==> config.mk <==
export PLATFORM = sky130hd
export DESIGN_NAME = ssm_master
export DESIGN_NICKNAME = d
export VERILOG_FILES = /design/src/design/ssm_master.v
export VERILOG_INCLUDE_DIRS = /design/src /design/src/design
export SDC_FILE = /design/constraint.sdc
export NUM_CORES = 1
export LEC_CHECK = 0
export BUFFER_PORTS_ARGS = -buffer_cell sky130_fd_sc_hd__buf_2
export CORE_ASPECT_RATIO = 0.9
export CORE_UTILIZATION = 55
export DETAILED_ROUTE_END_ITERATION = 8
export PLACE_DENSITY = 0.74
export SLEW_MARGIN = 20
export SYNTH_ARGS = -nofsm -noshare
export SYNTH_HDL_FRONTEND = slang
export SYNTH_HIERARCHICAL = 1
export SYNTH_SLANG_ARGS = --single-unit
==> constraint.sdc <==
create_clock -name clock -period 16.4 [get_ports clock]
set_clock_uncertainty 0.2 [all_clocks]
set_input_delay 3.28 -clock clock [delete_from_list [all_inputs] [get_ports clock]]
set_output_delay 3.28 -clock clock [all_outputs]
set_load 0.05 [all_outputs]
==> src/design/ssm_defs.vh <==
// Constants for the serial interface master configuration block
// What this block does
// - Lane format field picks one lane full duplex, two or four lanes half duplex.
// - Wide frame size n gives n+1 serial clocks per data frame.
// - Control frame size n gives n+1 serial clocks per control frame.
// - Direction 0 sends and receives together; 1 and 2 only for multi-lane formats.
// - Direction 3 sends the control frame first, then starts receiving.
// - Bit 24 lets the target select line toggle between frames.
// - Bit 11 loops the transmit shifter back into the receive shifter.
// - Sixteen-bit frame count for receive-only and memory read, resets to zero.
// - Select bit 0 low keeps the target deselected, high selects it.
// - Serial clock comes from the bus clock via a sixteen-bit divisor.
// - Eight-bit transmit threshold compared with fill level gives transmit-empty condition.
// - Eight-bit receive threshold compared with receive level gives receive-full condition.
// - Transmit fill count is readable, three bits, resets to zero.
// - Every control or status register is reached in one bus access.
`ifndef SSM_DEFS_VH
`define SSM_DEFS_VH

// ----------------------------------------------------------------------
// Register offsets
// ----------------------------------------------------------------------
`define SSM_OFF_CTRL0 8'h00
`define SSM_OFF_CTRL1 8'h04
`define SSM_OFF_ENABLE 8'h08
`define SSM_OFF_WIRE3 8'h0C
`define SSM_OFF_SELECT 8'h10
`define SSM_OFF_DIVIDER 8'h14
`define SSM_OFF_TXTHR 8'h18
`define SSM_OFF_RXTHR 8'h1C
`define SSM_OFF_TXFILL 8'h20
`define SSM_OFF_RXFILL 8'h24
`define SSM_OFF_STATUS 8'h28
`define SSM_OFF_DATA_LO 8'h60
`define SSM_OFF_DATA_HI 8'hEC

// ----------------------------------------------------------------------
// Field positions and write masks
// ----------------------------------------------------------------------
`define SSM_C0_MASK 32'h017FFFFF
`define SSM_C0_TOGGLE 24
`define SSM_C0_LANES 22:21
`define SSM_C0_WIDE 20:16
`define SSM_C0_CTLSZ 15:12
`define SSM_C0_LOOP 11
`define SSM_C0_DIR 9:8
`define SSM_C0_POL 7
`define SSM_C0_PHA 6
`define SSM_LANES_1 2'h0
`define SSM_LANES_2 2'h1
`define SSM_LANES_4 2'h2
`define SSM_DIR_TXRX 2'h0
`define SSM_DIR_TX 2'h1
`define SSM_DIR_RX 2'h2
`define SSM_DIR_MEMRD 2'h3

// ----------------------------------------------------------------------
// Reset values and sizes
// ----------------------------------------------------------------------
`define SSM_RST_WORD 32'h00000000
`define SSM_RST_HALF 16'h0000
`define SSM_RST_BYTE 8'h00
`define SSM_FIFO_DEPTH 4
`define SSM_WORD_BITS 32

`endif

==> src/design/ssm_master.v <==
// Serial master register set, transmit FIFO and frame shifter
`timescale 1ns/1ps
`include "ssm_defs.vh"

// ----------------------------------------------------------------------
// Small synchronous FIFO with valid/ready on both sides
// ----------------------------------------------------------------------
module ssm_fifo #(
  parameter W = 32,
  parameter D = 4,
  parameter AW = 2
) (
  input wire clock,
  input wire reset_n,
  input wire in_valid,
  output wire in_ready,
  input wire [W-1:0] in_data,
  output wire out_valid,
  input wire out_ready,
  output wire [W-1:0] out_data,
  output wire [AW:0] count
);
  reg [W-1:0] mem [0:D-1];
  reg [AW-1:0] wr_ptr_reg;
  reg [AW-1:0] rd_ptr_reg;
  reg [AW:0] count_reg;
  wire push;
  wire pop;

  // Full and empty come straight from the occupancy count
  assign in_ready = (count_reg != D[AW:0]);
  assign out_valid = (count_reg != {(AW+1){1'b0}});
  assign out_data = mem[rd_ptr_reg];
  assign count = count_reg;
  assign push = in_valid & in_ready;
  assign pop = out_valid & out_ready;

  // Storage is left without reset; only pointers and count need a defined value
  always @(posedge clock) begin
    if (push) begin
      mem[wr_ptr_reg] <= in_data;
    end
  end

  // Pointer and count update
  always @(posedge clock or negedge reset_n) begin
    if (!reset_n) begin
      wr_ptr_reg <= {AW{1'b0}};
      rd_ptr_reg <= {AW{1'b0}};
      count_reg <= {(AW+1){1'b0}};
    end else begin
      if (push) wr_ptr_reg <= wr_ptr_reg + 1'b1;
      if (pop) rd_ptr_reg <= rd_ptr_reg + 1'b1;
      if (push & ~pop) count_reg <= count_reg + 1'b1;
      else if (pop & ~push) count_reg <= count_reg - 1'b1;
    end
  end
endmodule // ssm_fifo

// ----------------------------------------------------------------------
// Top: bus slave, configuration registers, serial engine
// ----------------------------------------------------------------------
module ssm_master (
  input wire clock,
  input wire reset_n,
  input wire psel,
  input wire penable,
  input wire pwrite,
  input wire [7:0] paddr,
  input wire [31:0] pwdata,
  output reg [31:0] prdata,
  output reg pready,
  output reg pslverr,
  output reg sclk,
  output reg cs_n,
  output reg [3:0] sd_out,
  output reg [3:0] sd_oe,
  input wire [3:0] sd_in,
  output reg tx_thresh_hit,
  output reg rx_thresh_hit
);
  localparam ST_IDLE = 3'b001;
  localparam ST_SHIFT = 3'b010;
  localparam ST_GAP = 3'b100;

  reg [31:0] ctrl0_reg;
  reg [15:0] frame_count_reg;
  reg enable_reg;
  reg [2:0] wire3_reg;
  reg select_reg;
  reg [15:0] divisor_reg;
  reg [7:0] tx_thr_reg;
  reg [7:0] rx_thr_reg;
  reg [31:0] rx_word_reg;
  reg rx_valid_reg;
  reg [3:0] in_meta_reg;
  reg [3:0] in_sync_reg;
  reg [2:0] state_reg;
  reg [15:0] div_cnt_reg;
  reg half_reg;
  reg first_reg;
  reg ctrl_phase_reg;
  reg rx_phase_reg;
  reg gap_rx_reg;
  reg [5:0] clk_left_reg;
  reg [15:0] rx_left_reg;
  reg [31:0] tx_sh_reg;
  reg [31:0] rx_sh_reg;
  reg [31:0] rd_mux;
  reg rd_bad;
  reg [2:0] lanes;
  reg [3:0] out_bits;
  reg [3:0] in_bits;
  reg [31:0] rx_next;
  reg [5:0] dclocks;
  reg [5:0] cclocks;
  reg [7:0] nbits_d;
  reg [7:0] nbits_c;
  reg [31:0] tx_load_d;
  reg [31:0] tx_load_c;
  wire [2:0] fill;
  wire fifo_in_ready;
  wire fifo_out_valid;
  wire [31:0] fifo_word;
  wire acc;
  wire is_data;
  wire wr_fire;
  wire data_push;
  wire [1:0] dir;
  wire mem_rd;
  wire [15:0] half_div;
  wire tick;
  wire frame_end;
  wire next_rx;
  wire next_tx;
  wire capture;
  wire st_start;
  wire gap_tx;
  wire pop;

  // ----------------------------------------------------------------------
  // Bus slave
  // ----------------------------------------------------------------------
  assign is_data = (paddr >= `SSM_OFF_DATA_LO) && (paddr <= `SSM_OFF_DATA_HI);
  assign acc = psel & penable & pready;
  assign wr_fire = acc & pwrite & ~pslverr;
  assign data_push = wr_fire & is_data;

  // Read mux; misaligned or unmapped offsets answer with an error
  always @* begin
    rd_mux = `SSM_RST_WORD;
    rd_bad = 1'b0;
    case (paddr)
      `SSM_OFF_CTRL0: rd_mux = ctrl0_reg;
      `SSM_OFF_CTRL1: rd_mux = {16'h0000, frame_count_reg};
      `SSM_OFF_ENABLE: rd_mux = {31'h00000000, enable_reg};
      `SSM_OFF_WIRE3: rd_mux = {29'h00000000, wire3_reg};
      `SSM_OFF_SELECT: rd_mux = {31'h00000000, select_reg};
      `SSM_OFF_DIVIDER: rd_mux = {16'h0000, divisor_reg};
      `SSM_OFF_TXTHR: rd_mux = {24'h000000, tx_thr_reg};
      `SSM_OFF_RXTHR: rd_mux = {24'h000000, rx_thr_reg};
      `SSM_OFF_TXFILL: rd_mux = {29'h00000000, fill};
      `SSM_OFF_RXFILL: rd_mux = {31'h00000000, rx_valid_reg};
      `SSM_OFF_STATUS: rd_mux = {28'h0000000, rx_valid_reg, ~fifo_out_valid,
                                 fifo_in_ready, ~state_reg[0]};
      default: begin
        if (is_data && paddr[1:0] == 2'h0) rd_mux = rx_word_reg;
        else rd_bad = 1'b1;
      end
    endcase
  end

  // Answer one cycle after setup; a full FIFO holds the data write off
  always @(posedge clock or negedge reset_n) begin
    if (!reset_n) begin
      pready <= 1'b0;
      pslverr <= 1'b0;
      prdata <= `SSM_RST_WORD;
    end else begin
      pready <= psel & ~(penable & pready) &
                ~(pwrite & is_data & ~rd_bad & ~fifo_in_ready);
      pslverr <= psel & ~(penable & pready) & rd_bad;
      if (psel & ~(penable & pready)) prdata <= pwrite ? `SSM_RST_WORD : rd_mux;
    end
  end

  // ----------------------------------------------------------------------
  // Configuration registers
  // ----------------------------------------------------------------------
  always @(posedge clock or negedge reset_n) begin
    if (!reset_n) begin
      ctrl0_reg <= `SSM_RST_WORD;
      frame_count_reg <= `SSM_RST_HALF;
      enable_reg <= 1'b0;
      wire3_reg <= 3'h0;
      select_reg <= 1'b0;
      divisor_reg <= `SSM_RST_HALF;
      tx_thr_reg <= `SSM_RST_BYTE;
      rx_thr_reg <= `SSM_RST_BYTE;
    end else if (wr_fire) begin
      case (paddr)
        `SSM_OFF_CTRL0: ctrl0_reg <= pwdata & `SSM_C0_MASK;
        `SSM_OFF_CTRL1: frame_count_reg <= pwdata[15:0];
        `SSM_OFF_ENABLE: enable_reg <= pwdata[0];
        `SSM_OFF_WIRE3: wire3_reg <= pwdata[2:0];
        `SSM_OFF_SELECT: select_reg <= pwdata[0];
        `SSM_OFF_DIVIDER: divisor_reg <= pwdata[15:0];
        `SSM_OFF_TXTHR: tx_thr_reg <= pwdata[7:0];
        `SSM_OFF_RXTHR: rx_thr_reg <= pwdata[7:0];
        default: ctrl0_reg <= ctrl0_reg;
      endcase
    end
  end

  // ----------------------------------------------------------------------
  // Transmit FIFO in the data path
  // ----------------------------------------------------------------------
  ssm_fifo #(.W(`SSM_WORD_BITS), .D(`SSM_FIFO_DEPTH), .AW(2)) u_txq (
    .clock(clock),
    .reset_n(reset_n),
    .in_valid(data_push),
    .in_ready(fifo_in_ready),
    .in_data(pwdata),
    .out_valid(fifo_out_valid),
    .out_ready(pop),
    .out_data(fifo_word),
    .count(fill)
  );

  // ----------------------------------------------------------------------
  // Lane mapping and frame lengths
  // ----------------------------------------------------------------------
  assign dir = ctrl0_reg[`SSM_C0_DIR];
  assign mem_rd = (dir == `SSM_DIR_RX) | (dir == `SSM_DIR_MEMRD);
  assign capture = rx_phase_reg | (dir == `SSM_DIR_TXRX);

  // Left-justify frames so the top bits leave first on every lane width
  always @* begin
    lanes = 3'd1;
    out_bits = {3'b000, tx_sh_reg[31]};
    in_bits = ctrl0_reg[`SSM_C0_LOOP] ? {3'b000, tx_sh_reg[31]} : {3'b000, in_sync_reg[1]};
    rx_next = {rx_sh_reg[30:0], in_bits[0]};
    if (ctrl0_reg[`SSM_C0_LANES] == `SSM_LANES_2) begin
      lanes = 3'd2;
      out_bits = {2'b00, tx_sh_reg[31:30]};
      in_bits = ctrl0_reg[`SSM_C0_LOOP] ? out_bits : {2'b00, in_sync_reg[1:0]};
      rx_next = {rx_sh_reg[29:0], in_bits[1:0]};
    end else if (ctrl0_reg[`SSM_C0_LANES] == `SSM_LANES_4) begin
      lanes = 3'd4;
      out_bits = tx_sh_reg[31:28];
      in_bits = ctrl0_reg[`SSM_C0_LOOP] ? out_bits : in_sync_reg;
      rx_next = {rx_sh_reg[27:0], in_bits};
    end
    dclocks = {1'b0, ctrl0_reg[`SSM_C0_WIDE]} + 6'd1;
    cclocks = {2'b00, ctrl0_reg[`SSM_C0_CTLSZ]} + 6'd1;
    nbits_d = {2'b00, dclocks} * {5'b00000, lanes};
    nbits_c = {2'b00, cclocks} * {5'b00000, lanes};
    tx_load_d = (nbits_d >= 8'd32) ? fifo_word : (fifo_word << (8'd32 - nbits_d));
    tx_load_c = (nbits_c >= 8'd32) ? fifo_word : (fifo_word << (8'd32 - nbits_c));
  end

  // ----------------------------------------------------------------------
  // Serial clock divider; zero divisor keeps the clock still
  // ----------------------------------------------------------------------
  assign half_div = (divisor_reg[15:1] == 15'h0000) ? 16'h0001 : {1'b0, divisor_reg[15:1]};
  assign tick = ~state_reg[0] & (divisor_reg != `SSM_RST_HALF) &
                (div_cnt_reg == half_div - 16'h0001);
  assign frame_end = state_reg[1] & tick & half_reg & (clk_left_reg == 6'd0);
  assign next_rx = mem_rd & (ctrl_phase_reg | (rx_phase_reg & rx_left_reg != `SSM_RST_HALF));
  assign next_tx = ~mem_rd & fifo_out_valid;
  assign st_start = state_reg[0] & enable_reg & fifo_out_valid;
  assign gap_tx = state_reg[2] & tick & ~gap_rx_reg & fifo_out_valid;
  assign pop = st_start | gap_tx |
               (frame_end & next_tx & ~ctrl0_reg[`SSM_C0_TOGGLE]);

  // ----------------------------------------------------------------------
  // Frame engine
  // ----------------------------------------------------------------------
  always @(posedge clock or negedge reset_n) begin
    if (!reset_n) begin
      state_reg <= ST_IDLE;
      div_cnt_reg <= `SSM_RST_HALF;
      half_reg <= 1'b0;
      first_reg <= 1'b0;
      ctrl_phase_reg <= 1'b0;
      rx_phase_reg <= 1'b0;
      gap_rx_reg <= 1'b0;
      clk_left_reg <= 6'd0;
      rx_left_reg <= `SSM_RST_HALF;
      tx_sh_reg <= `SSM_RST_WORD;
      rx_sh_reg <= `SSM_RST_WORD;
      rx_word_reg <= `SSM_RST_WORD;
      rx_valid_reg <= 1'b0;
    end else begin
      div_cnt_reg <= (tick | state_reg[0]) ? `SSM_RST_HALF : div_cnt_reg + 16'h0001;
      // Set wins over the read that drains the received word
      if (acc & ~pwrite & is_data & ~pslverr) rx_valid_reg <= 1'b0;
      if (frame_end & capture) begin
        rx_word_reg <= ctrl0_reg[`SSM_C0_PHA] ? rx_next : rx_sh_reg;
        rx_valid_reg <= 1'b1;
      end
      if (!enable_reg) begin
        state_reg <= ST_IDLE;
        half_reg <= 1'b0;
      end else begin
        case (state_reg)
          ST_IDLE: begin
            if (st_start) begin
              state_reg <= ST_SHIFT;
              first_reg <= 1'b1;
              rx_sh_reg <= `SSM_RST_WORD;
              half_reg <= 1'b0;
              rx_left_reg <= frame_count_reg;
              ctrl_phase_reg <= (dir == `SSM_DIR_MEMRD);
              rx_phase_reg <= (dir == `SSM_DIR_RX);
              tx_sh_reg <= (dir == `SSM_DIR_MEMRD) ? tx_load_c :
                           (dir == `SSM_DIR_RX) ? `SSM_RST_WORD : tx_load_d;
              clk_left_reg <= ((dir == `SSM_DIR_MEMRD) ? cclocks : dclocks) - 6'd1;
            end
          end
          ST_SHIFT: begin
            if (tick & ~half_reg) begin
              // Leading edge
              half_reg <= 1'b1;
              first_reg <= 1'b0;
              if (!ctrl0_reg[`SSM_C0_PHA]) rx_sh_reg <= rx_next;
              else if (!first_reg) tx_sh_reg <= tx_sh_reg << lanes;
            end else if (tick) begin
              // Trailing edge
              half_reg <= 1'b0;
              if (!ctrl0_reg[`SSM_C0_PHA]) tx_sh_reg <= tx_sh_reg << lanes;
              else rx_sh_reg <= rx_next;
              clk_left_reg <= clk_left_reg - 6'd1;
              if (clk_left_reg == 6'd0) begin
                first_reg <= 1'b1;
                // Short frames then read back zero-extended
                rx_sh_reg <= `SSM_RST_WORD;
                gap_rx_reg <= next_rx;
                if (ctrl0_reg[`SSM_C0_TOGGLE] & (next_rx | next_tx)) begin
                  state_reg <= ST_GAP;
                end else if (next_rx) begin
                  // Receive starts only once the control frame is out
                  if (rx_phase_reg) rx_left_reg <= rx_left_reg - 16'h0001;
                  rx_phase_reg <= 1'b1;
                  ctrl_phase_reg <= 1'b0;
                  tx_sh_reg <= `SSM_RST_WORD;
                  clk_left_reg <= dclocks - 6'd1;
                end else if (next_tx) begin
                  tx_sh_reg <= tx_load_d;
                  clk_left_reg <= dclocks - 6'd1;
                end else begin
                  state_reg <= ST_IDLE;
                end
              end
            end
          end
          ST_GAP: begin
            // Half a serial clock period (one tick) deselected, then the next frame
            if (tick) begin
              state_reg <= (gap_rx_reg | fifo_out_valid) ? ST_SHIFT : ST_IDLE;
              clk_left_reg <= dclocks - 6'd1;
              if (gap_rx_reg) begin
                if (rx_phase_reg) rx_left_reg <= rx_left_reg - 16'h0001;
                rx_phase_reg <= 1'b1;
                ctrl_phase_reg <= 1'b0;
                tx_sh_reg <= `SSM_RST_WORD;
              end else begin
                tx_sh_reg <= tx_load_d;
              end
            end
          end
          default: state_reg <= ST_IDLE;
        endcase
      end
    end
  end

  // ----------------------------------------------------------------------
  // Pins and threshold flags, all registered
  // ----------------------------------------------------------------------
  always @(posedge clock or negedge reset_n) begin
    if (!reset_n) begin
      in_meta_reg <= 4'h0;
      in_sync_reg <= 4'h0;
      sclk <= 1'b0;
      cs_n <= 1'b1;
      sd_out <= 4'h0;
      sd_oe <= 4'h0;
      tx_thresh_hit <= 1'b0;
      rx_thresh_hit <= 1'b0;
    end else begin
      in_meta_reg <= sd_in;
      in_sync_reg <= in_meta_reg;
      sclk <= ctrl0_reg[`SSM_C0_POL] ^ (half_reg & state_reg[1]);
      cs_n <= ~(select_reg & ~state_reg[2]);
      sd_out <= out_bits;
      // Half-duplex lanes only drive while the frame carries transmit data
      if (!state_reg[1] || rx_phase_reg) sd_oe <= 4'h0;
      else if (lanes == 3'd1) sd_oe <= 4'h1;
      else if (lanes == 3'd2) sd_oe <= 4'h3;
      else sd_oe <= 4'hF;
      tx_thresh_hit <= ({5'b00000, fill} <= tx_thr_reg);
      rx_thresh_hit <= ({7'b0000000, rx_valid_reg} > rx_thr_reg);
    end
  end
endmodule // ssm_master

==> flow_metrics.tcl, run 1 <==
set metrics [dict create \
    yosysMostFrequentCell "nand2_1" \
    cts.sinks 408 \
    relSlewSlack_pct 27.7 \
    rows 75 \
    path_class "register to register" \
    drive_above_1_share_pct 18.2 \
    drv_slew 0 \
    root_buffer "clkbuf_16" \
    postCtsSetupBuffers 0 \
    async_flop_share_pct 68.6 \
    rsz0062_at_grt "false" \
    post-synth-top-area-fraction_pct 26.3 \
    dp.cells 3144 \
    grt_usage_pct 36.3 \
    yosys_warnings 6 \
    mappedNetlistArea_um2 26500 \
    min_from "in_meta_reg[2]$_DFF_PN0_" \
    tightest_slew_ns 1.09 \
    grt_max_degree 181 \
    drt_iter0_markers 3035 \
    synth_top_area_cell "dfrtp_1" \
    synth_area_leaders "dfrtp_1, edfxtp_1, mux4_2" \
    synth.yosys.seq_area_share_pct 41.0 \
    cp.arrival_ns 6.73 \
    coreArea_um2 47000 \
    synth_cells 2584 \
    clockBufferDepth 3 \
    fin_crit_ns 6.47 \
    hold_depth 0 \
    intPower_mw 1.80 \
    avgSynthCellArea_um2 10.2 \
    ys.flop_type "dfrtp_1" \
    report.final.setup_viol 0 \
    max_freq_ghz 0.155 \
    grt_pass1_wl_um 135000 \
    worstReg2RegEnd "tx_sh_reg[19]$_DFFE_PN0P_" \
    antenna_left 0 \
    p_per_area_nw_per_um2 83.9 \
    synth_edf_count 128 \
    drc 0 \
    max_cap_viol_count 0 \
    synth-seq-cells 408 \
    dp_hpwl_um 61800 \
    dr.pass1.iters 8 \
    utilization_pct 61.4 \
    p_leak_nw 11.6 \
    ff2ff_setup_slack_ns 9.93 \
    ios 95 \
    regMostFlops "u_txq/mem" \
    seqPwrFrac_pct 45.2 \
    fin_nets 2667 \
    required_ns 16.66 \
    diodes 0 \
    cts_resized 0 \
    switching_power_uw 627 \
    hold_viol 0 \
    whs_ns 0.148 \
    status "finished, final reports clean" \
    holdCritPathClass "register to register" \
    cp_max_fo 38 \
    startpoint_type "register" \
    routabilityCongestion 1.03 \
    grt_pass1_vias 21428 \
    cts_hold_buf 0 \
    syn-num-nets 2677 \
    overflow 0 \
    fillers 3763 \
    cts_buffers 44 \
    clk_latency_ns 0.58 \
    tns_ns 0 \
    power.share.switching_pct 25.9 \
    wirelength_um 88500 \
    vias_per_cell 6.98 \
    r2r-start "ctrl0_reg[21]$_DFFE_PN0P_" \
    cts_tree "yes" \
    cts_max_level 2 \
    worstHoldEndpoint "in_sync_reg[2]$_DFF_PN0_" \
    vias 22528 \
    p_comb_share_pct 11.1 \
    clkPwrFrac_pct 43.7 \
    vdd_drop_max_uv 81.0 \
    endpoint_kind "register" \
    layout-area-overhead-vs-synth_pct 9.07 \
    die_area_um2 49000 \
    total_power_mw 2.42 \
    port_buffers 94 \
    ys_types 94 \
    wl_per_cell_um 27.4 \
    antenna_found_initial 1 \
    die_h_um 210 \
    initial_core_util_pct 56.3 \
    clk_transition_reported_paths_ns 0.07 \
    fin_cells 3226 \
    synth_common_cells "nand2_1, dfrtp_1, nor2_1" \
    largest_reg_flops 128 \
    finalCritPeriodShare_pct 39.5 \
    r2r.worst_path.cells 16 \
    die_w_um 233 \
]
how the worst max path moves through the flow:
stage | from | to | slack, ns
after floorplan | ctrl0_reg[22]$_DFFE_PN0P_ | tx_sh_reg[19]$_DFFE_PN0P_ | 9.90
after global placement | ctrl0_reg[21]$_DFFE_PN0P_ | tx_sh_reg[24]$_DFFE_PN0P_ | 10.20
after detailed placement | ctrl0_reg[21]$_DFFE_PN0P_ | tx_sh_reg[25]$_DFFE_PN0P_ | 10.00
after CTS | ctrl0_reg[21]$_DFFE_PN0P_ | tx_sh_reg[25]$_DFFE_PN0P_ | 9.95
after global routing | ctrl0_reg[21]$_DFFE_PN0P_ | tx_sh_reg[25]$_DFFE_PN0P_ | 9.56
final | ctrl0_reg[21]$_DFFE_PN0P_ | tx_sh_reg[19]$_DFFE_PN0P_ | 9.93
power groups by stage:
stage | logic (mW) | clock network [mW] | registers (mW)
3_5_place_dp | 0.261 | 0 | 1.11
2_1_floorplan | 0.167 | 0 | 1.11
6_report | 0.268 | 1.06 | 1.10
5_1_grt | 0.285 | 1.11 | 1.10
4_1_cts | 0.262 | 1.07 | 1.09
3_3_place_gp | 0.255 | 0 | 1.11
logic make-up (layout without fill, tap and decap cells):
logic type               after synthesis  in the layout  synth area share (%)
AND/OR/NAND/NOR                      796            796                  14.1
AO/OA/AOI/OAI                        661            661                  17.0
flip-flops                           408            408                  41.0
multiplexers                         369            369                  19.5
buffers and inverters                238            264                  3.79
XOR/XNOR                              68             68                  2.30
adder cells (fa/ha/maj)               44             44                  2.36
layout make-up:
type / count / area [um2] / area share [%]
clock inverter: 18 / 256 / 0.888
tap: 616 / 771 / 2.67
sequential: 408 / 10900 / 37.6
inverter: 47 / 176 / 0.611
clock buffer: 64 / 1290 / 4.45
timing repair buffer: 135 / 801 / 2.77
multi-input combinational: 1938 / 14700 / 51.0
layer usage:
| layer | routed length (um) | vias to the layer above | track usage (%) |
|---|---|---|---|
| met4 | 2970 | 2 | 11.6 |
| met3 | 10000 | 219 | 8.87 |
| met1 | 37200 | 11198 | 53.7 |
| li1 | - | 9709 | - |
| met5 | 15 | - | 0 |
| met2 | 38200 | 1400 | 52.2 |
cells in the final DEF, fill, tap and decap left out, types with 29 or more instances in the layout:
master	n
nand2_1	301
dfrtp_1	277
nor2_1	191
o21ai_0	161
mux2i_1	159
edfxtp_1	128
a21oi_1	125
mux2_2	105
mux4_2	101
buf_2	93
nand3_1	67
nor3_1	47
clkbuf_16	44
inv_1	42
o2bb2ai_1	41
buf_4	40
xnor2_1	39
o21a_1	37
ha_1	32
and2_1	29
a22oi_1	29
worst max-delay path, cell delays in order, from the launching register on:
cell,delay (ns)
dfrtp_1,0.43
inv_1,0.12
ha_4,0.48
clkinv_1,0.69
nor2_1,0.32
fa_1,0.47
ha_1,0.24
fa_1,0.59
nor2_1,0.27
nand3_1,0.19
nand2_1,0.64
mux4_2,0.60
a21boi_0,0.19
a2bb2oi_1,0.44
nor2_1,0.09
a211oi_1,0.24
a21oi_1,0.11
through the flow:
stage | setup slack, ns | cell area, um2
final | 9.93 | 28900
after global routing | 9.56 | 28900
after CTS | 9.95 | 28900
after detailed placement | 10.00 | 27300
after global placement | 10.20 | 27300
after floorplan | 9.90 | 26500
No activity file was read; power rests on OpenSTA's default activity.
==> run 2, diff against run 1 <==
--- a/config.mk
+++ b/config.mk
@@ -10,7 +10,7 @@
 export CORE_ASPECT_RATIO = 0.9
 export CORE_UTILIZATION = 55
 export DETAILED_ROUTE_END_ITERATION = 8
-export PLACE_DENSITY = 0.74
+export PLACE_DENSITY = 0.77
 export SLEW_MARGIN = 20
 export SYNTH_ARGS = -nofsm -noshare
 export SYNTH_HDL_FRONTEND = slang
==> constraint.sdc (replaced) <==
create_clock -name clock -period 5.69 [get_ports clock]
set_clock_uncertainty 0.2 [all_clocks]
set_input_delay 1.138 -clock clock [delete_from_list [all_inputs] [get_ports clock]]
set_output_delay 1.138 -clock clock [all_outputs]
set_load 0.05 [all_outputs]
==> flow_metrics.tcl, run 2 (synthesized netlist as in run 1, its figures left out) <==
set metrics [dict create \
    fillers 3833 \
    die_area_um2 49000 \
    cts.sinks 408 \
    cts_hold_buf 0 \
    vdd_drop_max_uv 303 \
    cp.depth 17 \
    grt_pass1_wl_um 137000 \
    dpl_cell_area_um2 27600 \
    vias 22729 \
    p_per_area_nw_per_um2 234 \
    rows 75 \
    largest_reg_flops 128 \
    crit_family "adder cells" \
    final_common_cell "nand2_1" \
    holdCritPathClass "register to register" \
    finalCritPeriodShare_pct 91.8 \
    worst_path_largest_cell_delay_ns 0.57 \
    cp.arrival_ns 5.49 \
    cts_max_level 2 \
    grt_usage_pct 37.4 \
    total_power_mw 6.80 \
    tns_ns 0 \
    regMostFlops "u_txq/mem" \
    coreArea_um2 47000 \
    crit_path_cell_trace "ha_1, xor2_1, nand2_1, fa_1, inv_1, ha_1, fa_1, nor2_1, and3_1, or2_2, buf_4, mux4_2, a21o_1, a22oi_1, o21ai_0, a221oi_1, nor3b_1" \
    relSlewSlack_pct 27.8 \
    required_ns 5.96 \
    root_buffer "clkbuf_16" \
    ff2ff_setup_slack_ns 0.46 \
    worstReg2RegEnd "tx_sh_reg[30]$_DFFE_PN0P_" \
    fin_ws_ns 0.465 \
    wl_per_cell_um 28.0 \
    dr.pass1.iters 6 \
    routabilityCongestion 1.02 \
    rsz0062_at_grt "false" \
    final_cell_mix "nand2_1, dfrtp_1, nor2_1, o21ai_0, mux2i_1" \
    grtUsageMet1_pct 54.6 \
    endpoint_kind "register" \
    p_leak_nw 11.7 \
    cts_buffers 44 \
    max_cap_viol_count 0 \
    busiest_layer "met1" \
    met2_usage_pct 53.3 \
    antenna_found_initial 1 \
    max_freq_ghz 0.191 \
    postCtsSetupBuffers 0 \
    overflow 0 \
    endpoint "tx_sh_reg[30]$_DFFE_PN0P_" \
    die_w_um 233 \
    grt_util_met3_pct 9.59 \
    fin_nets 2699 \
    vias_per_cell 6.98 \
    clk_transition_reported_paths_ns 0.06 \
    fin_crit_ns 5.23 \
    clk_latency_ns 0.60 \
    dp_hpwl_um 65100 \
    antenna_left 0 \
    report.final.setup_viol 0 \
    clockBufferDepth 3 \
    wirelength_um 91300 \
    port_buffers 94 \
    r2r-start "ctrl0_reg[13]$_DFFE_PN0P_" \
    drv_slew 0 \
    crit_path_start "ctrl0_reg[13]$_DFFE_PN0P_" \
    post-place-ws_ns 0.255 \
    drt_iter0_markers 2833 \
    cts_resized 0 \
    crit_buf_inv 2 \
    layout-area-overhead-vs-synth_pct 9.61 \
    startpoint_type "register" \
    initial_core_util_pct 56.3 \
    grt_max_degree 111 \
    drc 0 \
    tightest_slew_ns 1.08 \
    r2r.worst_path.cells 17 \
    fin_area_um2 29000 \
    ios 95 \
    grt_pass1_vias 21551 \
    cp_max_fo 18 \
    cts_tree "yes" \
    die_h_um 210 \
    path_class "register to register" \
    drive_above_1_share_pct 19.1 \
    hold_viol 0 \
    crit_slowest_cell "fa_1" \
    status "finished, final reports clean" \
]
[run 2: changes by cell type in the layout (fill, tap and decap cells not counted), sizes merged]
| cell | before | now |
|---|---|---|
| buf | 135 | 167 |
| diode | 0 | 2 |
| clkbuf | 64 | 66 |
| clkinvlp | 1 | 0 |
| clkinv | 13 | 12 |
| bufinv | 5 | 2 |
| inv | 46 | 47 |
[run 2: through the flow]
stage          util [%]  instances  hold slack (ns)
2_1_floorplan         -       2584            0.131
3_3_place_gp       58.7       3176            0.140
3_5_place_dp       58.7       3176            0.136
4_1_cts            61.7       3256            0.154
5_1_grt            61.7       3256            0.155
6_report           61.7       3258            0.150
[run 2: layer usage]
layer / up-vias / wire length [um]
met5: - / 11
met3: 227 / 10400
met4: 2 / 3690
li1: 9781 / -
met2: 1380 / 39100
met1: 11339 / 38000
[run 2: area by class of cell]
cell class / count / area (um2) / area share, %
Multi-Input combinational cell: 1938 / 14700 / 50.8
Sequential cell: 408 / 10900 / 37.4
Clock buffer: 66 / 1260 / 4.35
Timing Repair Buffer: 167 / 1050 / 3.63
Tap cell: 616 / 771 / 2.66
Inverter: 47 / 176 / 0.608
Clock inverter: 14 / 156 / 0.539
Antenna cell: 2 / 5.00 / 0.0172
[run 2: worst min-delay path by stage]
stage | from | endpoint | slack, ns | cells past startpoint
final | in_meta_reg[2]$_DFF_PN0_ | in_sync_reg[2]$_DFF_PN0_ | 0.15 | 0
after global routing | in_meta_reg[2]$_DFF_PN0_ | in_sync_reg[2]$_DFF_PN0_ | 0.16 | 0
after CTS | in_meta_reg[2]$_DFF_PN0_ | in_sync_reg[2]$_DFF_PN0_ | 0.15 | 0
after detailed placement | in_meta_reg[1]$_DFF_PN0_ | in_sync_reg[1]$_DFF_PN0_ | 0.14 | 0
after global placement | in_meta_reg[2]$_DFF_PN0_ | in_sync_reg[2]$_DFF_PN0_ | 0.14 | 0
after floorplan | in_meta_reg[0]$_DFF_PN0_ | in_sync_reg[0]$_DFF_PN0_ | 0.13 | 0
[run 2: worst register-to-register path, stage by stage, from the launching register on]
cell and delay (ns):
dfrtp_1 0.41, ha_1 0.22, xor2_1 0.32, nand2_1 0.15
fa_1 0.55, inv_1 0.04, ha_1 0.22, fa_1 0.57
nor2_1 0.07, and3_1 0.20, or2_2 0.51, buf_4 0.26
mux4_2 0.31, a21o_1 0.19, a22oi_1 0.14, o21ai_0 0.17
a221oi_1 0.46, nor3b_1 0.11
[run 2: report_power, final]
group / internal (mW) / switching (mW) / total (mW)
registers: 3.09 / 0.0739 / 3.16
clock network: 1.63 / 1.22 / 2.86
logic: 0.285 / 0.495 / 0.780
